### src/port2_phy_cfg.svh
`ifndef PORT2_PHY_CFG_SVH
`define PORT2_PHY_CFG_SVH
`define IDX_DIAG 6'h00
`define IDX_CTL4 6'h02
`define IDX_DIAG_ALIAS 6'h04
`define IDX_LINK_ALIAS 6'h06
`define DIAG_RST 16'h0400
`define CTL4_RST 16'h00bf
`define D_SHORT 15
`define D_RES_HI 14
`define D_RES_LO 13
`define D_START 12
`define D_FLINK 11
`define D_PSAVE_DIS 10
`define D_NLOOP 9
`define D_CNT_HI 8
`define C_LEDOFF 15
`define C_TXDIS 14
`define C_ANRST 13
`define C_RSVD 12
`define C_PDOWN 11
`define C_MDIX_DIS 10
`define C_MDIX_FRC 9
`define C_FLOOP 8
`define C_ANEN 7
`define C_SPD 6
`define C_DPX 5
`define C_ADV_HI 4
`define A_START 15
`define A_RES_HI 14
`define A_RES_LO 13
`define A_SHORT 12
`define A_FLINK 3
`define A_PSAVE_DIS 2
`define A_NLOOP 1
`endif

### src/port2_phy_pkg.sv
package port2_phy_pkg;
  typedef struct packed {
    logic cyc;
    logic stb;
    logic we;
    logic [7:0] adr;
    logic [3:0] sel;
    logic [31:0] dat;
  } wb_req_t;
  typedef struct packed {
    logic near_short;
    logic [1:0] code;
    logic [8:0] count;
  } cdt_res_t;
  typedef enum logic [1:0] {
    ST_IDLE = 2'b00,
    ST_LAUNCH = 2'b01,
    ST_WAIT = 2'b11
  } cdt_st_t;
endpackage

### src/port2_phy_ctrl.sv
`timescale 1ns/1ps
`include "port2_phy_cfg.svh"
// Notes on behaviour
// - Bit 15 of diagnostic register reads one for a short under ten meters.
// - Bits 14:13 give test outcome: normal, open, short, failed.
// - Writing one to bit 12 starts the test; hardware clears it when done.
// - Bits 8:0 hold the fault count; distance is about count times 0.4 m.
// - Diagnostic bit 11 forces the link state to pass.
// - Diagnostic bit 10 disables power saving; it resets to one.
// - Diagnostic bit 9 loops received line signal back out locally.
// - Control bit 15 blanks all four LEDs by driving them high.
// - Control bit 14 disables transmitter, bit 11 powers down; both reset zero.
// - Writing one to control bit 13 restarts auto-negotiation.
// - Bit 10 disables auto crossover; then bit 9 forces crossover mode.
// - Control bit 8 enables far-end loopback through the other port.
// - Bit 7 enables auto-negotiation, resets one; else bits 6:5 decide.
// - With negotiation off, bit 6 picks 100 or 10 megabit; resets zero.
// - Bit 5 forces duplex when negotiation is off or has failed.
// - Bit 4 advertises pause capability; resets to one.
// - Bits 3:0 select advertised speed and duplex abilities; reset one.
// - Diagnostic fields share storage with two alias addresses.
module port2_phy_ctrl (
  input wire logic clk_in,
  input wire logic rst_in,
  input wire port2_phy_pkg::wb_req_t wb_req_in,
  output logic wb_ack_out,
  output logic [31:0] wb_dat_out,
  output logic cdt_start_out,
  input wire logic cdt_done_in,
  input wire port2_phy_pkg::cdt_res_t cdt_res_in,
  input wire logic an_failed_in,
  input wire logic an_speed_in,
  input wire logic an_duplex_in,
  input wire logic [3:0] port2_led_in,
  output logic port2_led_out0,
  output logic port2_led_out1,
  output logic port2_led_out2,
  output logic port2_led_out3,
  output logic force_link_out,
  output logic power_save_en_out,
  output logic near_loop_out,
  output logic far_loop_out,
  output logic tx_disable_out,
  output logic power_down_out,
  output logic an_restart_out,
  output logic an_enable_out,
  output logic speed_100_out,
  output logic full_duplex_out,
  output logic mdix_auto_dis_out,
  output logic mdix_force_out,
  output logic [4:0] advertise_out
);
  import port2_phy_pkg::*;

  function automatic logic hit(input logic [7:0] adr, input logic [5:0] idx);
    hit = (adr == {idx, 2'b00});
  endfunction

  function automatic logic [15:0] merge(input logic [15:0] old,
    input logic [31:0] wdat, input logic [3:0] sel);
    merge = {sel[1] ? wdat[15:8] : old[15:8],
      sel[0] ? wdat[7:0] : old[7:0]};
  endfunction

  logic ack_ff, nxt_ack;
  logic [31:0] dat_ff, nxt_dat;
  cdt_st_t st_ff, nxt_st;
  cdt_res_t res_ff, nxt_res;
  logic flink_ff, nxt_flink;
  logic psave_dis_ff, nxt_psave_dis;
  logic nloop_ff, nxt_nloop;
  logic [15:0] ctl_ff, nxt_ctl;
  logic anrst_ff, nxt_anrst;
  logic dpx_ff, nxt_dpx;
  logic spd_ff, nxt_spd;
  logic [3:0] led_ff, nxt_led;
  logic req, wr, busy;
  logic [15:0] diag_rd, ctl_rd, dalias_rd, lalias_rd;
  logic [15:0] wdiag, wctl, wdal, wlal;
  logic wr_diag, wr_ctl, wr_dal, wr_lal, start_req;

  // A request is answered once; ack drops the cycle after it rose.
  assign req = wb_req_in.cyc & wb_req_in.stb & ~ack_ff;
  assign wr = req & wb_req_in.we;
  assign wr_diag = wr & hit(wb_req_in.adr, `IDX_DIAG);
  assign wr_ctl = wr & hit(wb_req_in.adr, `IDX_CTL4);
  assign wr_dal = wr & hit(wb_req_in.adr, `IDX_DIAG_ALIAS);
  assign wr_lal = wr & hit(wb_req_in.adr, `IDX_LINK_ALIAS);
  assign busy = (st_ff != ST_IDLE);

  always_comb begin
    diag_rd = 16'h0000;
    diag_rd[`D_SHORT] = res_ff.near_short;
    diag_rd[`D_RES_HI:`D_RES_LO] = res_ff.code;
    diag_rd[`D_START] = busy;
    diag_rd[`D_FLINK] = flink_ff;
    diag_rd[`D_PSAVE_DIS] = psave_dis_ff;
    diag_rd[`D_NLOOP] = nloop_ff;
    diag_rd[`D_CNT_HI:0] = res_ff.count;
    dalias_rd = 16'h0000;
    dalias_rd[`A_START] = busy;
    dalias_rd[`A_RES_HI:`A_RES_LO] = res_ff.code;
    dalias_rd[`A_SHORT] = res_ff.near_short;
    dalias_rd[`D_CNT_HI:0] = res_ff.count;
    lalias_rd = 16'h0000;
    lalias_rd[`A_FLINK] = flink_ff;
    lalias_rd[`A_PSAVE_DIS] = psave_dis_ff;
    lalias_rd[`A_NLOOP] = nloop_ff;
    ctl_rd = ctl_ff;
    wdiag = merge(diag_rd, wb_req_in.dat, wb_req_in.sel);
    wctl = merge(ctl_ff, wb_req_in.dat, wb_req_in.sel);
    wdal = merge(dalias_rd, wb_req_in.dat, wb_req_in.sel);
    wlal = merge(lalias_rd, wb_req_in.dat, wb_req_in.sel);
  end

  // Bus slave: one wait-free cycle, unmapped reads return zero.
  always_comb begin
    nxt_ack = req;
    nxt_dat = 32'h0000_0000;
    if (req && !wb_req_in.we) begin
      if (hit(wb_req_in.adr, `IDX_DIAG)) begin
        nxt_dat = {16'h0000, diag_rd};
      end else if (hit(wb_req_in.adr, `IDX_CTL4)) begin
        nxt_dat = {16'h0000, ctl_rd};
      end else if (hit(wb_req_in.adr, `IDX_DIAG_ALIAS)) begin
        nxt_dat = {16'h0000, dalias_rd};
      end else if (hit(wb_req_in.adr, `IDX_LINK_ALIAS)) begin
        nxt_dat = {16'h0000, lalias_rd};
      end
    end else if (req) begin
      nxt_dat = wb_dat_out;
    end else if (!ack_ff) begin
      nxt_dat = wb_dat_out;
    end
  end

  // A start written while a test runs is ignored, so it cannot be aborted.
  assign start_req = (wr_diag && wdiag[`D_START]) ||
    (wr_dal && wdal[`A_START]);

  always_comb begin
    nxt_st = st_ff;
    nxt_res = res_ff;
    case (st_ff)
      ST_IDLE: begin
        if (start_req) begin
          nxt_st = ST_LAUNCH;
          nxt_res = '0;
        end
      end
      ST_LAUNCH: begin
        nxt_st = ST_WAIT;
      end
      ST_WAIT: begin
        if (cdt_done_in) begin
          nxt_st = ST_IDLE;
          nxt_res = cdt_res_in;
        end
      end
      default: begin
        nxt_st = ST_IDLE;
      end
    endcase
  end

  always_comb begin
    nxt_flink = flink_ff;
    nxt_psave_dis = psave_dis_ff;
    nxt_nloop = nloop_ff;
    if (wr_diag) begin
      nxt_flink = wdiag[`D_FLINK];
      nxt_psave_dis = wdiag[`D_PSAVE_DIS];
      nxt_nloop = wdiag[`D_NLOOP];
    end else if (wr_lal) begin
      nxt_flink = wlal[`A_FLINK];
      nxt_psave_dis = wlal[`A_PSAVE_DIS];
      nxt_nloop = wlal[`A_NLOOP];
    end
  end

  always_comb begin
    nxt_ctl = ctl_ff;
    nxt_anrst = 1'b0;
    if (wr_ctl) begin
      nxt_ctl = wctl;
      nxt_ctl[`C_RSVD] = 1'b0;
      nxt_anrst = wctl[`C_ANRST];
    end
  end

  // Forced values apply with negotiation off; duplex also on failure.
  always_comb begin
    nxt_spd = an_speed_in;
    nxt_dpx = an_duplex_in;
    if (!ctl_ff[`C_ANEN]) begin
      nxt_spd = ctl_ff[`C_SPD];
      nxt_dpx = ctl_ff[`C_DPX];
    end else if (an_failed_in) begin
      nxt_dpx = ctl_ff[`C_DPX];
    end
  end

  genvar gi;
  generate
    for (gi = 0; gi < 4; gi++) begin : g_led
      always_comb begin
        nxt_led[gi] = ctl_ff[`C_LEDOFF] | port2_led_in[gi];
      end
    end
  endgenerate

  always_ff @(posedge clk_in or posedge rst_in) begin
    if (rst_in) begin
      ack_ff <= 1'b0;
      dat_ff <= 32'h0000_0000;
      st_ff <= ST_IDLE;
      res_ff <= '0;
      flink_ff <= 1'(`DIAG_RST >> `D_FLINK);
      psave_dis_ff <= 1'(`DIAG_RST >> `D_PSAVE_DIS);
      nloop_ff <= 1'(`DIAG_RST >> `D_NLOOP);
      ctl_ff <= `CTL4_RST;
      anrst_ff <= 1'b0;
      dpx_ff <= 1'b0;
      spd_ff <= 1'b0;
      led_ff <= 4'hf;
    end else begin
      ack_ff <= nxt_ack;
      dat_ff <= nxt_dat;
      st_ff <= nxt_st;
      res_ff <= nxt_res;
      flink_ff <= nxt_flink;
      psave_dis_ff <= nxt_psave_dis;
      nloop_ff <= nxt_nloop;
      ctl_ff <= nxt_ctl;
      anrst_ff <= nxt_anrst;
      dpx_ff <= nxt_dpx;
      spd_ff <= nxt_spd;
      led_ff <= nxt_led;
    end
  end

  assign wb_ack_out = ack_ff;
  assign wb_dat_out = dat_ff;
  assign cdt_start_out = (st_ff == ST_LAUNCH);
  assign force_link_out = flink_ff;
  assign power_save_en_out = ~psave_dis_ff;
  assign near_loop_out = nloop_ff;
  assign far_loop_out = ctl_ff[`C_FLOOP];
  assign tx_disable_out = ctl_ff[`C_TXDIS];
  assign power_down_out = ctl_ff[`C_PDOWN];
  assign an_restart_out = anrst_ff;
  assign an_enable_out = ctl_ff[`C_ANEN];
  assign speed_100_out = spd_ff;
  assign full_duplex_out = dpx_ff;
  assign mdix_auto_dis_out = ctl_ff[`C_MDIX_DIS];
  // Forcing crossover only counts while automatic detection is off.
  assign mdix_force_out = ctl_ff[`C_MDIX_DIS] & ctl_ff[`C_MDIX_FRC];
  assign advertise_out = ctl_ff[`C_ADV_HI:0];
  assign port2_led_out0 = led_ff[0];
  assign port2_led_out1 = led_ff[1];
  assign port2_led_out2 = led_ff[2];
  assign port2_led_out3 = led_ff[3];
endmodule // port2_phy_ctrl

### config.mk
export PLATFORM = sky130hd
export DESIGN_NAME = port2_phy_ctrl
export DESIGN_NICKNAME = d
export VERILOG_FILES = /design/src/port2_phy_pkg.sv /design/src/port2_phy_ctrl.sv
export VERILOG_INCLUDE_DIRS = /design/src
export SDC_FILE = /design/constraint.sdc
export NUM_CORES = 1
export LEC_CHECK = 0
export ABC_AREA = 1
export BUFFER_PORTS_ARGS = -buffer_cell sky130_fd_sc_hd__buf_2
export CAP_MARGIN = 20
export CORE_MARGIN = 2
export CORE_UTILIZATION = 51
export DETAILED_ROUTE_END_ITERATION = 12
export PLACE_DENSITY_LB_ADDON = 0.15
export REMOVE_ABC_BUFFERS = 1
export SLEW_MARGIN = 30
export SYNTH_ARGS = -nofsm -noshare
export SYNTH_HDL_FRONTEND = slang
export SYNTH_SLANG_ARGS = --single-unit
### constraint.sdc
create_clock -name clk_in -period 4.7 [get_ports clk_in]
set_input_delay 0.705 -clock clk_in [delete_from_list [all_inputs] [get_ports clk_in]]
set_output_delay 0.705 -clock clk_in [all_outputs]
set_load 0.02 [all_outputs]
# Word-level counts from Yosys, hierarchy flattened
# Cells that the tools add are included.
op_classes:
  mux: 27
  n_reduce_logical: 18
  n_bitwise: 14
  eq_ne: 9
ops:
  columns: ["operator", "count"]
  rows:
  - ["two-way mux 32 bit", 3]
  - ["two-way mux 16 bit", 3]
  - ["two-way mux 12 bit", 2]
  - ["case mux 12 bit (2 select lines)", 1]
  - ["equality test 8 x 5 -> 1 bit (second input constant)", 2]
  - ["two-way mux 1 bit", 10]
  - ["nonzero test 2 bit", 5]
  - ["bitwise AND 1 bit", 8]
  - ["equality test 8 x 4 -> 1 bit (second input constant)", 1]
  - ["logical NOT 8 bit", 1]
  - ["two-way mux 4 bit", 2]
  - ["two-way mux 8 bit", 1]
  - ["AND reduction 2 bit", 4]
  - ["two-way mux 6 bit", 1]
  - ["!= test 2 bit (second input constant)", 3]
  - ["case mux 2 bit (3 select lines)", 1]
  - ["AND reduction 3 bit", 2]
  - ["two-way mux 5 bit", 1]
  - ["two-way mux 2 bit", 2]
  - ["bitwise OR 1 bit", 4]
  - ["logical AND 1 bit", 3]
  - ["equality test 2 x 1 -> 1 bit (second input constant)", 1]
  - ["equality test 2 bit (second input constant)", 1]
  - ["logical NOT 2 bit", 1]
  - ["other kinds (4)", 5]
totals:
  word_cells: 84
  out_inout_bits: 55
  ff_bits: 72
  inputBits: 69

# Logic depth before layout (Yosys ltp)
logic_depth:
  word_depth: 8
  mapped_depth: 11
  mapped_depth_nobuf: 9

# Worst setup path after synthesis
# OpenSTA, ideal clock, no wires.
synth_timing:
  path_kind: "reg-to-output"
  startpoint: "reg st_ff[1]"
  endpoint: "out cdt_start_out"
  path_slack_ns: 3.000
  t_arrival_ns: 0.995
  path_buffers: 2
  required_ns: 3.995
  stages_incl_launch_ff: 4
  path_cell_list: "dfrtp_1 > buf_2 > clkbuf_1 > nor2_1"
synth_via:
  elab_chain_len: 1
synth_lines:
  columns: ["item", "line", "text"]
  rows:
  - ["from (decl)", "port2_phy_ctrl.sv:67", "cdt_st_t st_ff, nxt_st;"]
  - ["from (signal assigned)", "port2_phy_ctrl.sv:229", "st_ff <= nxt_st;"]
  - ["equality test 2 x 1 -> 1 bit", "port2_phy_ctrl.sv:244", "assign cdt_start_out = (st_ff == ST_LAUNCH);"]
  - ["to (decl)", "port2_phy_ctrl.sv:28", "output logic cdt_start_out,"]
# No other way between the ends.

# Final worst setup path
layout_timing:
  startpoint: "in wb_req_in[37] (netlist bit)"
  endpoint: "reg res_ff (netlist bit dalias_rd[8])"
layout_via:
  elab_chain_len: 6
  word_cells_on_any_way: 9
  cone_classes: "eq/ne: 2; bitwise: 2; reduce/logical: 5"
layout_lines:
  columns: ["item", "line", "text"]
  rows:
  - ["from (decl)", "port2_phy_ctrl.sv:25", "input wire port2_phy_pkg::wb_req_t wb_req_in,"]
  - ["equality test 8 x 5 -> 1 bit / logical NOT 8 bit (equally long branches)", "port2_phy_ctrl.sv:56", "hit = (adr == {idx, 2'b00});"]
  - ["bitwise AND 1 bit, on equally long branches", "port2_phy_ctrl.sv:87, port2_phy_ctrl.sv:85", null]
  - ["logical AND 1 bit, on equally long branches", "port2_phy_ctrl.sv:139, port2_phy_ctrl.sv:138", null]
  - ["logical OR 1 bit *", "port2_phy_ctrl.sv:138", "assign start_req = (wr_diag && wdiag[`D_START]) ||"]
  - ["!= test 2 bit (no line) *", null, null]
  - ["AND reduction 3 bit (no line) *", null, null]
  - ["to (signal assigned)", "port2_phy_ctrl.sv:230", "res_ff <= nxt_res;"]
  - ["to (decl)", "port2_phy_ctrl.sv:68", "cdt_res_t res_ff, nxt_res;"]
# Every way passes the cells marked *; elsewhere a longest branch is shown, timed or not.
# A chain may end at the register's enable or synchronous reset.

==> results.toml <==
[run_status]
status = "completed"

[routing]
viasPerCell = 4.898
drt_wl_total_um = 6210
route.detailed.drc = 0
dr_total_vias = 2459
detail-route-antenna-nets = 0
drt_iter0_drc = 129
dr.pass1.iters = 4
routedWlPerCell_um = 12.37

[setup_path]
cp_data_required_time_ns = 4.91
worst_path_largest_cell_delay_ns = 0.60
startpoint_type = "input pin"
crit_slowest_cell = "nor2_1"
endpoint_kind = "flip-flop"
cp_top_family = "simple AND/OR/NAND/NOR gates"
path_cells = "buf_2 -> nor2_1 -> nand2_1 -> nor2_1 -> nand2_1 -> nand3_2 -> nand3_2 -> nand2_1 -> nand2_1"
arrival_ns = 2.35
cp_common_cell = "nand2_1"
worstPathBufferInverterCount = 1
path_class = "input pin to flip-flop"
cp_max_fo = 12

[die]
io_pins = 124
start_util_pct = 52.10
die_h_um = 78.55
std_cell_rows = 27
core_area_sq_um = 5439
die_area_sq_um = 6169
die_width_um = 78.55

[layout]
antenna_cells = 0
fin_util_pct = 61.12
nets = 498
area.growth.synth_to_final_pct = 17.31
drive_gt1_share_pct = 31.16

[global_route]
grt_pass1_wl_um = 10090
antenna_found_initial = 0
grt_pass1_vias = 2140
gr-total-overflow = 0
grt_usage_pct = 20.90
grt_max_degree = 57

[clock_tree]
clk_path_buf_depth = 2
cts_setup_buffers = 0
cts_root_buf = "clkbuf_8"
cts_buffers = 5
cts_sinks = 56
clk_latency_ns = 0.31
postCtsHoldBufs = 0
htree_levels = 2
clk_pin_slew_ns = 0.10
cts_tree = "yes"
cts.repair.resized = 0

[power]
leakagePower_uw = 0.001897
pwr-share-comb_pct = 18.2
switching_share_pct = 31.48
power_switching_uw = 366.0
pwr-share-seq_pct = 53.0
clockPowerShare_pct = 28.8
vdd_drop_max_v = 0.0002263
p_per_area_nw_per_um2 = 349.8
internal_power_uw = 796.8

[sta]
setup_violations = 0
max_freq_mhz = 466.1
post-route-period-util_pct = 45.65
fin_skew_ns = 0.006707
layout_min_cycle_time_ns = 2.145
maxSlewHeadroom_pct = 50.30
drv_slew = 0
tightest_slew_ns = 0.7428
tns_ns = 0
rsz0062_at_grt = "no"
final_hold_viol_count = 0

[min_path]
hold_path_class = "flip-flop to flip-flop"

[yosys]
syn_area_per_cell_sq_um = 8.074
yosys_warnings = 0
ys_seq_area_share_pct = 49.98
syn_inst = 351
synth_cell_type_count = 24
ys_ff_latch = 56
synth_area_sq_um = 2834

[place]
portBuffers = 89
gp_congestion = 0.8500
hpwl_um = 4454

[job]
drv_cap = 0
[registers in the layout, summed over array words and instances (netlist names)]
register	count
wb_dat_out	16
ctl_ff	15
dalias_rd	12
led_ff	4
st_ff	2
an_restart_out	1
force_link_out	1
full_duplex_out	1
near_loop_out	1
psave_dis_ff	1
speed_100_out	1
wb_ack_out	1
[Yosys cell counts]
| cell type | number | area share (%) |
|---|---|---|
| clkbuf_1 | 3 | 0.40 |
| nor2_4 | 5 | 2.0 |
| or2_2 | 5 | 1.1 |
| clkinv_1 | 1 | 0.13 |
| buf_4 | 23 | 6.1 |
| nand2_1 | 126 | 17 |
| inv_1 | 23 | 3.0 |
| conb_1 | 1 | 0.13 |
| nand2_2 | 5 | 1.1 |
| nor2_1 | 18 | 2.4 |
| o21ai_0 | 26 | 4.6 |
| nand3_2 | 2 | 0.71 |
| inv_2 | 1 | 0.13 |
| mux2i_1 | 2 | 0.71 |
| buf_6 | 1 | 0.40 |
| dfstp_2 | 12 | 11 |
| dfrtp_1 | 44 | 39 |
| nor2_2 | 3 | 0.66 |
| o21ai_1 | 2 | 0.35 |
| a21oi_1 | 10 | 1.8 |
| nor3_2 | 2 | 0.71 |
| nand4_1 | 13 | 2.9 |
| nand3_1 | 16 | 2.8 |
| buf_2 | 7 | 1.2 |
[path summary, 6_finish.rpt]
path / startpoint / endpoint / slack (ns) / cells after the start
setup reg to reg: st_ff[1] / dalias_rd[8] / 2.97 / 9
max in group asynchronous: rst_in / wb_dat_out[1] / 3.67 / 3
hold / removal: ctl_ff[2] / ctl_ff[2] / 0.48 / 2
hold reg to reg: ctl_ff[2] / ctl_ff[2] / 0.48 / 2
min in group asynchronous: rst_in / wb_dat_out[10] / 0.57 / 3
setup / recovery: wb_req_in[37] / dalias_rd[8] / 2.55 / 9
[worst reg2reg max path: stages, from the launching register on]
cell,delay [ns]
dfrtp_1,0.68
nor2_2,0.12
nand2_1,0.08
nand2_1,0.04
nor2_1,0.09
nand2_1,0.07
nand3_2,0.11
nand3_2,0.23
nand2_1,0.15
nand2_1,0.06
[stage by stage]
| step | area (sq um) | std cells | hold WS, ns | setup WS (ns) | total power (uW) |
|---|---|---|---|---|---|
| 2_1_floorplan | 2660 | 332 | 0.4356 | 2.644 | 754.8 |
| 3_3_place_gp | 3203 | 494 | 0.4497 | 2.276 | 828.6 |
| 3_5_place_dp | 3203 | 494 | 0.4569 | 2.201 | 838.2 |
| 4_1_cts | 3324 | 502 | 0.4816 | 2.542 | 1170 |
| 5_1_grt | 3324 | 502 | 0.4914 | 2.420 | 1230 |
| 6_report | 3324 | 502 | 0.4779 | 2.555 | 1163 |
[final cells by class]
type                            instances  area (sq um)
Clock buffer                            6         82.58
Sequential cell                        56          1416
Clock inverter                          2         38.79
Inverter                               25         93.84
Tap cell                               72         90.09
Fill cell                             541          2115
Timing Repair Buffer                   90         452.9
Multi-Input combinational cell        251          1150
[cell families (layout without fill, tap and decap cells)]
kind of cell    after synthesis  after routing  share of synthesized area (%)
buf+inv                      59            123                          11.43
compound gates               38             38                          6.711
mux                           2              2                         0.7064
other cells                   1             16                         0.1323
simple gates                195            195                          31.04
flops                        56             56                          49.98
[cell usage in the layout, fill, tap and decap left out, types with 2 or more instances in the layout]
cell	netlist	layout
o21ai_1	2	2
nand4_1	13	13
dfrtp_1	44	44
nor2_2	3	3
nor3_2	2	2
nand3_1	16	16
buf_2	7	89
or2_2	5	5
mux2i_1	2	2
nand2_1	126	126
inv_1	23	22
nor2_4	5	5
nor2_1	18	18
clkbuf_8	0	6
inv_2	1	2
a21oi_1	10	10
dfstp_2	12	12
conb_1	1	16
nand3_2	2	2
nand2_2	5	5
o21ai_0	26	26
[routing by layer]
metal	global-route usage [%]	vias to the layer above	part of all wire (%)
li1	-	1238	-
met1	29.76	1116	46
met2	32.65	95	46
met3	4.253	10	7.0
met4	5.614	0	1.2
met5	0	-	0
[power by group through the flow]
stage / sequential (uW) / combinational, uW / clock, uW
detailed placement: 625 / 213 / 0
global route: 627 / 243 / 360
CTS: 616 / 213 / 341
finish: 616 / 212 / 335
floorplan: 612 / 143 / 0
global placement: 621 / 208 / 0
(Power assumes the default switching activity.)
